`src/core/temp_regs_defines.vh`:
```
// Constants for the limit, control/status and identity register bank.
// Included by the register bank; holds definitions only.
`ifndef TEMP_REGS_DEFINES_VH
`define TEMP_REGS_DEFINES_VH

// Register pointers
`define PTR_TEMP        3'h0
`define PTR_CONFIG      3'h1
`define PTR_UPPER       3'h2
`define PTR_LOWER       3'h3
`define PTR_CTRL        3'h4
`define PTR_ID          3'h7

// Reset values
`define CONFIG_RST      8'h40
`define UPPER_RST       16'h7FE0
`define LOWER_RST       16'h8000
`define CTRL_RST        8'h08

// Configuration fields
`define CFG_SHUTDOWN    7
`define CFG_RSVD6       6
`define CFG_ALARM_DIS   5
`define CFG_POLARITY    4
`define CFG_ALARM_CLR   3
`define CFG_ONE_SHOT    2

// Control/status fields
`define CTL_TIMEOUT_OFF 7
`define CTL_RES_HI      6
`define CTL_RES_LO      5
`define CTL_PIN_LEVEL   3
`define CTL_OVER        2
`define CTL_UNDER       1
`define CTL_DONE        0

// Limit field inside a 16-bit temperature word
`define LIM_MSB         15
`define LIM_LSB         5

// Identity word; values are arbitrary
`define ID_MAKER        8'hA5
`define ID_PRODUCT      4'h3
`define ID_REVISION     4'h2

// Alert response address
`define ARA_ADDR        7'h0C

// Timing
`define CLK_HZ          20000000
`define TIMEOUT_MS      25
// 25 ms at 20 MHz, sized to the 20-bit idle counter
`define TIMEOUT_CYC     20'd500000

`endif

```
`src/core/temp_limit_status_regs.v`:
```
// Limit, control/status and identity registers of a temperature sensor,
// reached over a two-wire serial bus with pointer addressing.
// Assumes the converter runs on clk_i and pulses conv_done_i with temp_i
// already valid; bus and alarm pins arrive asynchronously.
//
// Functional notes
// - Lower limit at 03h, resets 8000h.
// - Below lower limit releases alarm, sets flag.
// - Lower limit bits 4:0 read zero.
// - Control/status at 04h resets to 09h.
// - Bit 7 disables bus idle timeout.
// - Bits 6:5 choose conversion resolution.
// - Control/status bit 4 reads zero.
// - Bit 3 follows alarm pin level.
// - Alarm released by clear, low, response.
// - Bit 2 set when above upper.
// - Over flag clears on read once normal.
// - Bit 1 set when below lower.
// - Under flag clears on read once normal.
// - Bit 0 low while converting, high done.
// - Starts continuous; done reads one there.
// - Identity word at 07h, read only.
// - Above upper limit drives alarm active.
// - Config bit 3 clears alarm, reads zero.
// - Config bit 4 selects alarm polarity.
// - One-shot only in shutdown, reads zero.
`timescale 1ns/1ps
`include "temp_regs_defines.vh"
module temp_limit_status_regs #(
  parameter [19:0] TIMEOUT_CYC = `TIMEOUT_CYC
) (
  input  wire        clk_i,
  input  wire        nrst_i,
  input  wire        scl_i,
  input  wire        sda_i,
  output wire        sda_o,
  output wire        sda_oe_o,
  input  wire [6:0]  dev_addr_i,
  input  wire        alarm_i,
  output wire        alarm_o,
  output wire        alarm_oe_o,
  input  wire [15:0] temp_i,
  input  wire        conv_done_i,
  output wire        conv_start_o,
  output wire        shutdown_o,
  output wire [1:0]  resolution_o
);

  localparam [2:0] S_IDLE   = 3'h0;
  localparam [2:0] S_RX     = 3'h1;
  localparam [2:0] S_RX_ACK = 3'h2;
  localparam [2:0] S_TX     = 3'h3;
  localparam [2:0] S_TX_ACK = 3'h4;

  // Full-width reset words, so fields are taken by part-select
  localparam [7:0]  CFG_RST_VAL = `CONFIG_RST;
  localparam [15:0] UPR_RST_VAL = `UPPER_RST;
  localparam [15:0] LWR_RST_VAL = `LOWER_RST;

  ////////////////////////////////////////////////////////////////////////
  // Pin synchronisation and bus edge detection

  wire [9:0] pins_s;
  wire       scl_s;
  wire       sda_s;
  wire       alarm_s;
  wire [6:0] addr_s;
  reg        scl_d_reg;
  reg        sda_d_reg;

  sync_two_ff #(
    .WIDTH   (10),
    .RST_VAL (10'h007)
  ) u_pin_sync (
    .clk_i   (clk_i),
    .nrst_i  (nrst_i),
    .async_i ({dev_addr_i, alarm_i, sda_i, scl_i}),
    .sync_o  (pins_s)
  );

  assign scl_s   = pins_s[0];
  assign sda_s   = pins_s[1];
  assign alarm_s = pins_s[2];
  assign addr_s  = pins_s[9:3];

  // Previous samples, used for edges and start/stop
  always @(posedge clk_i) begin
    if (!nrst_i) begin
      scl_d_reg <= 1'b1;
      sda_d_reg <= 1'b1;
    end else begin
      scl_d_reg <= scl_s;
      sda_d_reg <= sda_s;
    end
  end

  wire scl_rise = scl_s & ~scl_d_reg;
  wire scl_fall = ~scl_s & scl_d_reg;
  wire bus_start = scl_s & scl_d_reg & sda_d_reg & ~sda_s;
  wire bus_stop  = scl_s & scl_d_reg & ~sda_d_reg & sda_s;

  ////////////////////////////////////////////////////////////////////////
  // Bus idle timeout: a line held low too long resets the slave

  reg  [19:0] idle_cnt_reg;
  reg         to_off_reg;
  wire        bus_timeout = (idle_cnt_reg == TIMEOUT_CYC);

  // Counter parks at the limit so the reset stays until lines rise
  always @(posedge clk_i) begin
    if (!nrst_i) begin
      idle_cnt_reg <= 20'h0_0000;
    end else if (to_off_reg || (scl_s && sda_s)) begin
      idle_cnt_reg <= 20'h0_0000;
    end else if (!bus_timeout) begin
      idle_cnt_reg <= idle_cnt_reg + 20'h0_0001;
    end
  end

  ////////////////////////////////////////////////////////////////////////
  // Serial slave state machine

  reg [2:0] state_reg;
  reg [3:0] bit_cnt_reg;
  reg [7:0] rx_sh_reg;
  reg [7:0] tx_sh_reg;
  reg       sda_oe_reg;
  reg       is_addr_reg;
  reg       rw_reg;
  reg       ara_reg;
  reg       nack_reg;
  reg       rd_sel_reg;
  reg [1:0] wcnt_reg;
  reg [2:0] ptr_reg;
  reg       alarm_reg;
  reg [7:0] tx_byte;

  wire rx_done  = scl_fall & (state_reg == S_RX) & (bit_cnt_reg == 4'h8);
  wire dev_hit  = (rx_sh_reg[7:1] == addr_s);
  wire ara_hit  = (rx_sh_reg[7:1] == `ARA_ADDR) & rx_sh_reg[0] & alarm_reg;
  wire load_tx  = scl_fall & (((state_reg == S_RX_ACK) & rw_reg) |
                  ((state_reg == S_TX_ACK) & ~nack_reg));
  wire data_wr  = rx_done & ~is_addr_reg;
  wire stat_rd  = load_tx & ~ara_reg & (ptr_reg == `PTR_CTRL);
  wire ara_clr  = load_tx & ara_reg;

  // Sample on SCL rise, drive on SCL fall
  always @(posedge clk_i) begin
    if (!nrst_i) begin
      state_reg   <= S_IDLE;
      bit_cnt_reg <= 4'h0;
      rx_sh_reg   <= 8'h00;
      tx_sh_reg   <= 8'h00;
      sda_oe_reg  <= 1'b0;
      is_addr_reg <= 1'b0;
      rw_reg      <= 1'b0;
      ara_reg     <= 1'b0;
      nack_reg    <= 1'b0;
      rd_sel_reg  <= 1'b0;
      wcnt_reg    <= 2'h0;
      ptr_reg     <= `PTR_TEMP;
    end else if (bus_stop || bus_timeout) begin
      state_reg  <= S_IDLE;
      sda_oe_reg <= 1'b0;
    end else if (bus_start) begin
      state_reg   <= S_RX;
      bit_cnt_reg <= 4'h0;
      is_addr_reg <= 1'b1;
      sda_oe_reg  <= 1'b0;
    end else begin
      case (state_reg)
        S_RX: begin
          if (scl_rise && bit_cnt_reg != 4'h8) begin
            rx_sh_reg   <= {rx_sh_reg[6:0], sda_s};
            bit_cnt_reg <= bit_cnt_reg + 4'h1;
          end else if (rx_done) begin
            bit_cnt_reg <= 4'h0;
            if (is_addr_reg) begin
              rw_reg     <= rx_sh_reg[0];
              ara_reg    <= ara_hit & ~dev_hit;
              rd_sel_reg <= 1'b0;
              wcnt_reg   <= 2'h0;
              sda_oe_reg <= dev_hit | ara_hit;
              state_reg  <= (dev_hit | ara_hit) ? S_RX_ACK : S_IDLE;
            end else begin
              if (wcnt_reg == 2'h0) begin
                ptr_reg <= rx_sh_reg[2:0];
              end
              if (wcnt_reg != 2'h3) begin
                wcnt_reg <= wcnt_reg + 2'h1;
              end
              sda_oe_reg <= 1'b1;
              state_reg  <= S_RX_ACK;
            end
          end
        end
        S_RX_ACK: begin
          if (load_tx) begin
            tx_sh_reg   <= tx_byte;
            sda_oe_reg  <= ~tx_byte[7];
            rd_sel_reg  <= ~rd_sel_reg;
            bit_cnt_reg <= 4'h0;
            state_reg   <= S_TX;
          end else if (scl_fall) begin
            sda_oe_reg  <= 1'b0;
            is_addr_reg <= 1'b0;
            state_reg   <= S_RX;
          end
        end
        S_TX: begin
          if (scl_fall) begin
            if (bit_cnt_reg == 4'h7) begin
              sda_oe_reg <= 1'b0;
              state_reg  <= S_TX_ACK;
            end else begin
              tx_sh_reg   <= {tx_sh_reg[6:0], 1'b0};
              sda_oe_reg  <= ~tx_sh_reg[6];
              bit_cnt_reg <= bit_cnt_reg + 4'h1;
            end
          end
        end
        S_TX_ACK: begin
          if (scl_rise) begin
            nack_reg <= sda_s;
          end else if (load_tx) begin
            tx_sh_reg   <= tx_byte;
            sda_oe_reg  <= ~tx_byte[7];
            rd_sel_reg  <= ~rd_sel_reg;
            bit_cnt_reg <= 4'h0;
            state_reg   <= S_TX;
          end else if (scl_fall) begin
            state_reg <= S_IDLE; // Master refused; wait for stop
          end
        end
        default: begin
          state_reg <= S_IDLE;
        end
      endcase
    end
  end

  ////////////////////////////////////////////////////////////////////////
  // Configuration, limits and control registers

  reg        sd_reg;
  reg        rsvd6_reg;
  reg        adis_reg;
  reg        pol_reg;
  reg  [1:0] res_reg;
  reg [10:0] upper_reg;
  reg [10:0] lower_reg;
  reg  [7:0] wbuf_reg;
  reg        start_reg;
  reg        done_reg;

  wire wr_first  = data_wr & (wcnt_reg == 2'h1);
  wire wr_second = data_wr & (wcnt_reg == 2'h2);
  wire wr_cfg    = wr_first & (ptr_reg == `PTR_CONFIG);
  wire wr_ctl    = wr_first & (ptr_reg == `PTR_CTRL);
  wire alarm_cmd = wr_cfg & rx_sh_reg[`CFG_ALARM_CLR];
  wire one_shot  = wr_cfg & rx_sh_reg[`CFG_ONE_SHOT] & sd_reg;

  // 16-bit words arrive high byte first; low byte commits the write
  always @(posedge clk_i) begin
    if (!nrst_i) begin
      sd_reg    <= CFG_RST_VAL[`CFG_SHUTDOWN];
      rsvd6_reg <= CFG_RST_VAL[`CFG_RSVD6];
      adis_reg  <= 1'b0;
      pol_reg   <= 1'b0;
      to_off_reg <= 1'b0;
      res_reg   <= 2'h0;
      upper_reg <= UPR_RST_VAL[`LIM_MSB:`LIM_LSB];
      lower_reg <= LWR_RST_VAL[`LIM_MSB:`LIM_LSB];
      wbuf_reg  <= 8'h00;
    end else begin
      if (wr_cfg) begin
        sd_reg    <= rx_sh_reg[`CFG_SHUTDOWN];
        rsvd6_reg <= rx_sh_reg[`CFG_RSVD6];
        adis_reg  <= rx_sh_reg[`CFG_ALARM_DIS];
        pol_reg   <= rx_sh_reg[`CFG_POLARITY];
      end
      if (wr_ctl) begin
        to_off_reg <= rx_sh_reg[`CTL_TIMEOUT_OFF];
        res_reg    <= rx_sh_reg[`CTL_RES_HI:`CTL_RES_LO];
      end
      if (wr_first) begin
        wbuf_reg <= rx_sh_reg;
      end
      if (wr_second && ptr_reg == `PTR_UPPER) begin
        upper_reg <= {wbuf_reg, rx_sh_reg[7:5]};
      end
      if (wr_second && ptr_reg == `PTR_LOWER) begin
        lower_reg <= {wbuf_reg, rx_sh_reg[7:5]};
      end
    end
  end

  // One-shot request and conversion-done tracking
  always @(posedge clk_i) begin
    if (!nrst_i) begin
      start_reg <= 1'b0;
      done_reg  <= 1'b1;
    end else begin
      start_reg <= one_shot;
      if (conv_done_i) begin
        done_reg <= 1'b1;
      end else if (one_shot) begin
        done_reg <= 1'b0;
      end
    end
  end

  ////////////////////////////////////////////////////////////////////////
  // Limit comparison, flags and alarm

  wire above;
  wire below;
  reg  above_reg;
  reg  below_reg;
  reg  over_reg;
  reg  under_reg;
  reg  alarm_oe_reg;

  limit_compare u_upper_cmp (
    .temp_i  (temp_i[`LIM_MSB:`LIM_LSB]),
    .limit_i (upper_reg),
    .above_o (above),
    .below_o ()
  );

  limit_compare u_lower_cmp (
    .temp_i  (temp_i[`LIM_MSB:`LIM_LSB]),
    .limit_i (lower_reg),
    .above_o (),
    .below_o (below)
  );

  wire new_above = conv_done_i & above;
  wire new_below = conv_done_i & below;

  // Results held from the last conversion; a set beats a read clear
  always @(posedge clk_i) begin
    if (!nrst_i) begin
      above_reg <= 1'b0;
      below_reg <= 1'b0;
      over_reg  <= 1'b0;
      under_reg <= 1'b0;
    end else begin
      if (conv_done_i) begin
        above_reg <= above;
        below_reg <= below;
      end
      if (new_above) begin
        over_reg <= 1'b1;
      end else if (stat_rd && !above_reg) begin
        over_reg <= 1'b0;
      end
      if (new_below) begin
        under_reg <= 1'b1;
      end else if (stat_rd && !below_reg) begin
        under_reg <= 1'b0;
      end
    end
  end

  // Alarm state: set by over-limit, released by three sources
  always @(posedge clk_i) begin
    if (!nrst_i) begin
      alarm_reg <= 1'b0;
    end else if (new_above) begin
      alarm_reg <= 1'b1;
    end else if (new_below || alarm_cmd || ara_clr) begin
      alarm_reg <= 1'b0;
    end
  end

  // Open-drain pin pulls low when its logical level is 0
  wire alarm_act = alarm_reg & ~adis_reg;
  wire alarm_lvl = pol_reg ? alarm_act : ~alarm_act;

  always @(posedge clk_i) begin
    if (!nrst_i) begin
      alarm_oe_reg <= 1'b0;
    end else begin
      alarm_oe_reg <= ~alarm_lvl;
    end
  end

  ////////////////////////////////////////////////////////////////////////
  // Read data selection

  wire [7:0] cfg_rd = {sd_reg, rsvd6_reg, adis_reg, pol_reg, 4'h0};
  wire       done_rd = sd_reg ? done_reg : 1'b1;
  // Reserved bit 4 is zero; bit 3 is the pin as seen on the wire
  wire [7:0] ctl_rd = {to_off_reg, res_reg, 1'b0, alarm_s,
                       over_reg, under_reg, done_rd};
  reg [15:0] word16;
  reg        is8;

  always @* begin
    word16 = 16'h0000;
    is8    = 1'b0;
    case (ptr_reg)
      `PTR_TEMP:   word16 = {temp_i[15:2], 2'h0};
      `PTR_CONFIG: begin
        word16 = {8'h00, cfg_rd};
        is8    = 1'b1;
      end
      `PTR_UPPER:  word16 = {upper_reg, 5'h00};
      `PTR_LOWER:  word16 = {lower_reg, 5'h00};
      `PTR_CTRL:   begin
        word16 = {8'h00, ctl_rd};
        is8    = 1'b1;
      end
      `PTR_ID:     word16 = {`ID_MAKER, `ID_PRODUCT, `ID_REVISION};
      default:     word16 = 16'h0000;
    endcase
    if (ara_reg) begin
      tx_byte = {addr_s, 1'b0};
    end else if (is8 || rd_sel_reg) begin
      tx_byte = word16[7:0];
    end else begin
      tx_byte = word16[15:8];
    end
  end

  assign sda_o        = 1'b0;
  assign sda_oe_o     = sda_oe_reg;
  assign alarm_o      = 1'b0;
  assign alarm_oe_o   = alarm_oe_reg;
  assign conv_start_o = start_reg;
  assign shutdown_o   = sd_reg;
  assign resolution_o = res_reg;

endmodule // temp_limit_status_regs

```
`src/core/sync_two_ff.v`:
```
// Two flip-flop synchroniser for a group of asynchronous levels.
// Assumes each bit changes slowly compared with clk_i.
`timescale 1ns/1ps
module sync_two_ff #(
  parameter             WIDTH   = 1,
  parameter [WIDTH-1:0] RST_VAL = {WIDTH{1'b0}}
) (
  input  wire             clk_i,
  input  wire             nrst_i,
  input  wire [WIDTH-1:0] async_i,
  output wire [WIDTH-1:0] sync_o
);

  reg [WIDTH-1:0] meta_reg;
  reg [WIDTH-1:0] sync_reg;

  // First stage feeds only the second stage
  always @(posedge clk_i) begin
    if (!nrst_i) begin
      meta_reg <= RST_VAL;
      sync_reg <= RST_VAL;
    end else begin
      meta_reg <= async_i;
      sync_reg <= meta_reg;
    end
  end

  assign sync_o = sync_reg;

endmodule // sync_two_ff

```
`src/core/limit_compare.v`:
```
// Signed comparison of two limit fields in two's complement.
// Pure combinational; finer resolution bits are dropped by the caller.
`timescale 1ns/1ps
module limit_compare (
  input  wire [10:0] temp_i,
  input  wire [10:0] limit_i,
  output wire        above_o,
  output wire        below_o
);

  // Signed view so negative temperatures order correctly
  assign above_o = $signed(temp_i) > $signed(limit_i);
  assign below_o = $signed(temp_i) < $signed(limit_i);

endmodule // limit_compare

```
`config.mk`:
```
export PLATFORM = sky130hd
export DESIGN_NAME = temp_limit_status_regs
export DESIGN_NICKNAME = d
export VERILOG_FILES = /design/src/core/temp_limit_status_regs.v /design/src/core/sync_two_ff.v /design/src/core/limit_compare.v
export VERILOG_INCLUDE_DIRS = /design/src /design/src/core
export SDC_FILE = /design/constraint.sdc
export NUM_CORES = 1
export LEC_CHECK = 0
export BUFFER_PORTS_ARGS = -buffer_cell sky130_fd_sc_hd__buf_2
export CAP_MARGIN = 15
export CORE_ASPECT_RATIO = 1.25
export CORE_UTILIZATION = 30
export CTS_CLUSTER_SIZE = 8
export DETAILED_ROUTE_END_ITERATION = 10
export PLACE_DENSITY_LB_ADDON = 0.15
export SLEW_MARGIN = 30
export SYNTH_ARGS = -nofsm -noshare
export SYNTH_HDL_FRONTEND = slang
export SYNTH_SLANG_ARGS = --single-unit
```
`constraint.sdc`:
```
create_clock -name clk_i -period 3.25 [get_ports clk_i]
set_clock_uncertainty 0.15 [all_clocks]
set_input_delay 0.1625 -clock clk_i [delete_from_list [all_inputs] [get_ports clk_i]]
set_output_delay 0.1625 -clock clk_i [all_outputs]
set_load 0.03 [all_outputs]
```
Word-level counts from Yosys, hierarchy flattened
Index checks and enable logic that the tools add are counted.

cells by class
  shift operators = 0
  add/sub/neg operators = 3
  divide/modulo/power cells = 0
  $lt $le $gt $ge = 2
  bitwise operators = 49
  eq/ne operators = 38
  mux-type cells = 59
  reductions and logical operators = 42
  multiply operators = 0

operator list
  cell                                                                number
  16-bit case mux with 6 select lines                                 1
  8-bit 2-to-1 mux                                                    6
  7-bit AND reduction                                                 5
  1-bit bitwise AND                                                   29
  4-bit 2-to-1 mux                                                    7
  1-bit 2-to-1 mux                                                    27
  3-bit 2-to-1 mux                                                    9
  3-bit != test (second input constant)                               8
  8-bit case mux with 3 select lines                                  1
  6-bit AND reduction                                                 4
  20-bit by 1-bit adder with 20-bit output (second input constant)    1
  20-bit by 19-bit == test with 1-bit output (second input constant)  1
  2-bit != test (second input constant)                               10
  1-bit NOT                                                           18
  4-bit case mux with 4 select lines                                  1
  3-bit by 2-bit == test with 1-bit output (second input constant)    4
  4-bit != test (second input constant)                               3
  3-bit case mux with 4 select lines                                  1
  4-bit AND reduction                                                 3
  2-bit nonzero test                                                  6
  11-bit > comparator                                                 1
  11-bit < comparator                                                 1
  3-bit == test (second input constant)                               3
  2-bit 2-to-1 mux                                                    4
  23 further kinds                                                    39

word-level totals
  bits in latches = 0
  memory bits (writable) = 0
  logic and storage cells = 228
  output and inout bits = 8
  memories kept = 0
  bits in read-only memories = 0
  input port bits = 29
  register bits = 121

Logic depth before layout (Yosys ltp)
  depth after elaboration = 12
  mapped depth = 10
  gate-level depth less buffers = 8

Modules after synthesis
A second synthesis with hierarchy kept.

unflattened totals
  cells, all modules = 796
  area, all modules = 6528.8 um^2

by module, submodules not included
  module                  cells each  instances  seq. area each (um^2)  area each (um^2)
  temp_limit_status_regs  666         1          2001.9                 5387.7
  limit_compare           44          2          0.0                    301.5
  sync_two_ff             42          1          400.4                  538.0

Least setup slack after synthesis
OpenSTA, ideal clock, no wires.

  path kind = register -> register
  from = register state_reg[2]
  to = register done_reg
  cell stages (with the launch flop) = 8
  data required time = 2.980 ns
  period minus slack after synthesis = 2.327 ns
  setup time = 0.120 ns
  arrival time = 2.057 ns
  slack = 0.923 ns
  path buffers = 1
  cells stage by stage = dfxtp_1 buf_2 or3b_4 nor4_4 nand2_2 nor3_4 nand3_1 a211o_1

between the ends
  word-level cells in the longest chain between the ends = 8

ends and longest elaborated chain
  what                                      line                          text
  start: declaration                        temp_limit_status_regs.v:123  reg [2:0] state_reg;
  start signal: assignment                  temp_limit_status_regs.v:184  state_reg <= (dev_hit | ara_hit) ? S_RX_ACK : S_IDLE;
  3-bit by 1-bit == test with 1-bit output  temp_limit_status_regs.v:138  wire rx_done = scl_fall & (state_reg == S_RX) & (bit_cnt_reg == 4'h8);
  1-bit bitwise AND (2 in series)           temp_limit_status_regs.v:138
  1-bit bitwise AND                         temp_limit_status_regs.v:143  wire data_wr = rx_done & ~is_addr_reg;
  1-bit bitwise AND                         temp_limit_status_regs.v:256  wire wr_first = data_wr & (wcnt_reg == 2'h1);
  1-bit bitwise AND                         temp_limit_status_regs.v:258  wire wr_cfg = wr_first & (ptr_reg == `PTR_CONFIG);
  1-bit bitwise AND (2 in series)           temp_limit_status_regs.v:261  wire one_shot = wr_cfg & rx_sh_reg[`CFG_ONE_SHOT] & sd_reg;
  end signal: assignment                    temp_limit_status_regs.v:302  done_reg <= 1'b1;
  end signal: assignment                    temp_limit_status_regs.v:306  done_reg <= 1'b1;
  end signal: assignment                    temp_limit_status_regs.v:308  done_reg <= 1'b0;
  end: declaration                          temp_limit_status_regs.v:254  reg done_reg;

No other way between the ends.
A chain may end at the register's enable or synchronous reset.

Final worst setup path
  from = register state_reg[0]
  to = register done_reg

The elaborated chain is that of the path after synthesis.

==> results.cfg <==
[clocking]
clk_path_buf_depth = 2
clockRootBuffer = clkbuf_16
clkTransAtPathRegs_ns = 0.05
cts_buffers = 17
htreeDepth = 4
clk_latency_ns = 0.41
cts_tree = done
cts_resized = 0
clkSinkCount = 120

[global_route]
grt_pass1_wl_mm = 27.7
antenna_found_initial = 0
grt_pass1_vias = 5126
grt_overflow = 0
grt_max_degree = 39
grt_use_total_pct = 17.3

[sta]
drv_slew = 0
layout_setup_ws_ns = 0.498
holdWs_ns = 0.0462
fin_crit_sh_pct = 84.7
fin_crit_ns = 2.75
worstMarginPinSlew_ns = 0.820
setup_viol_count_final = 0
rsz0062_at_grt = false
fin_tns_setup_ns = 0
maxSlewHeadroom_pct = 45.1
fmax_ghz = 0.363
hold_violations = 0

[floorplanning]
die_height_um = 163
core_mm2 = 0.0202
io_pins = 37
placementRows = 58
die_w_um = 131
die_area_mm2 = 0.0213
start_util_pct = 30.8

[power_and_ir_drop]
p_per_area_mw_per_mm2 = 499
leakagePower_uw = 0.00270
ir_drop_mv = 0.376

[finish]
drive_gt1_share_pct = 13.0
multi_input_area_mm2 = 0.00348
nNetsFinal = 813
syn2layout_area_growth_pct = 17.9
regArea_mm2 = 0.00240
antenna_cells = 0
final_cell_mix = 120 x dfxtp_1, 78 x nand2_1, 59 x nor2_1
post-route-util_pct = 36.3
largest_register_ffs = 20
nFillCells = 2150
final_common_cell = dfxtp_1

[routing]
wl_mm = 17.4
vias = 5270
drc_errors = 0
ant_nets = 0
routed_via_density = 5.08
first_iter_violations = 339
wire_per_inst_um = 16.8
drt-pass1-iter-count = 7

[outcome]
status = completed

[worst_setup_path]
cp_slowest_stage_delay_ns = 0.57
reg2reg_depth = 6
critical_path_arrival_ns = 2.90
required_ns = 3.40
end_kind = flip-flop
r2r_slack_ns = 0.50
critical_path_class = flip-flop to flip-flop
crit_path_start_kind = flip-flop
worst-path-max-fanout = 14
slowest_stage = dfxtp_1
timing.rr.end = done_reg$_SDFFE_PP1P_
cp_cell_sequence = or3b_4 -> nor4_4 -> nand2_2 -> nor3_4 -> nand3_1 -> a211o_1
r2r-start = state_reg[0]$_SDFFE_PP0P_

[logic_synthesis]
synth_top_family_by_area = simple AND/OR/NAND/NOR gates
synth-async-reset-ratio_pct = 0
muxShareOfSynthArea_pct = 7.98
syn_inst = 719
yosys.area.top_type = dfxtp_1
yosysWarnings = 0
synth.area.top_cells = dfxtp_1 39%, mux2i_1 7.3%, ha_1 5.8%
syn_area_mm2 = 0.00621
syn_area_per_cell_um2 = 8.63
synth-edff-count = 0
synth_fa_ha_area_share_pct = 5.84
netlist.area_leader.share_pct = 38.7
synth-seq-cells = 120
synthXorXnorAreaFrac_pct = 4.09
synth_ff_type = dfxtp_1
netlist-cell-type-count = 73
synth-seq-area-share_pct = 38.7
synthSimpleGateAreaFrac_pct = 23.7
synth_compound_area_share_pct = 14.2

[run]
max_cap_viol_count = 0

[place]
place_ws_ns = 0.538
portBuffers = 32
dp_hpwl_mm = 13.0
gp_congestion = 0.888

[worst_hold_path]
hold_depth = 3
hp-start = nrst_i
holdPathEnd = rx_sh_reg[7]$_SDFFE_PN0P_
min-delay-path-class = input pin to flip-flop
## cells in the mapped netlist, drive strengths merged, types with 3 or more instances
cell type	n
dfxtp	120
nand2	79
nor2	60
mux2i	45
a21oi	39
inv	36
nand3	31
clkbuf	30
ha	29
o21ai	22
and2	17
nand2b	17
o211ai	17
xor2	17
buf	14
nor3	13
xnor2	12
nand4	10
nor2b	10
o22ai	7
nor4	6
and3	5
nor3b	5
a211oi	4
a21boi	3
a21o	3
a221oi	3
a31o	3
a31oi	3
a32oi	3
nand3b	3
o2111ai	3
or3	3
or3b	3
or4b	3
## area by class of cell
class                           instances  share of cell area, %
Clock buffer                           22                   6.34
Clock inverter                          9                   1.37
Inverter                               36                   1.85
Multi-Input combinational cell        520                   47.6
Sequential cell                       120                   32.8
Tap cell                              270                   4.62
Timing Repair Buffer                   60                   5.44
## metrics by stage
stage / area (um^2) / power [uW] / std cells
6_report: 7320 / 3650 / 1037
5_1_grt: 7320 / 3800 / 1037
4_1_cts: 7320 / 3690 / 1037
3_5_place_dp: 6640 / 1850 / 995
3_3_place_gp: 6640 / 1850 / 995
2_1_floorplan: 6210 / 1760 / 720
## layer usage
metal	GRT usage, %	wire length, um	part of all wire [%]
met1	21.2	7770	45
met2	29.6	8760	50
met3	3.02	471	2.7
met4	6.90	410	2.4
met5	0	0	0
## kinds of logic (layout without fill, tap and decap cells)
kind of cell / after synthesis / after routing
simple gates: 280 / 280
compound gates: 132 / 132
flops: 120 / 120
buf+inv: 80 / 127
mux: 48 / 48
fa+ha+maj: 29 / 29
xor+xnor: 29 / 29
other cells: 1 / 2
## critical path, delay by kind of cell, from the launching register on
kind,cells,cell delay [ns]
simple gates,5,1.61
flops,1,0.57
compound gates,1,0.31
## worst max-delay path by stage
stage,startpoint,endpoint,slack [ns],depth (start not counted)
2_1_floorplan,state_reg[2]$_SDFFE_PP0P_,done_reg$_SDFFE_PP1P_,0.92,7
3_3_place_gp,state_reg[0]$_SDFFE_PP0P_,tx_sh_reg[4]$_SDFFE_PN0P_,0.40,6
3_5_place_dp,state_reg[0]$_SDFFE_PP0P_,done_reg$_SDFFE_PP1P_,0.54,6
4_1_cts,state_reg[0]$_SDFFE_PP0P_,done_reg$_SDFFE_PP1P_,0.51,6
5_1_grt,state_reg[0]$_SDFFE_PP0P_,rd_sel_reg$_SDFFE_PN0P_,0.35,6
6_report,state_reg[0]$_SDFFE_PP0P_,done_reg$_SDFFE_PP1P_,0.50,6
## power by group
group	leakage, uW	internal, uW	switching [uW]	total (uW)
sequential	0.000973	1500	31.4	1530
clock	0.000276	1160	662	1820
combinational	0.00145	132	168	299
total	0.00270	2790	861	3650
## repair_timing
item | 4_1_cts | 5_1_grt
hold buffers | 11 | 0
endpoints found under the hold margin | 13 | 0
buffers inserted | 0 | 0
Note: power is estimated with default switching activity, not from simulation.
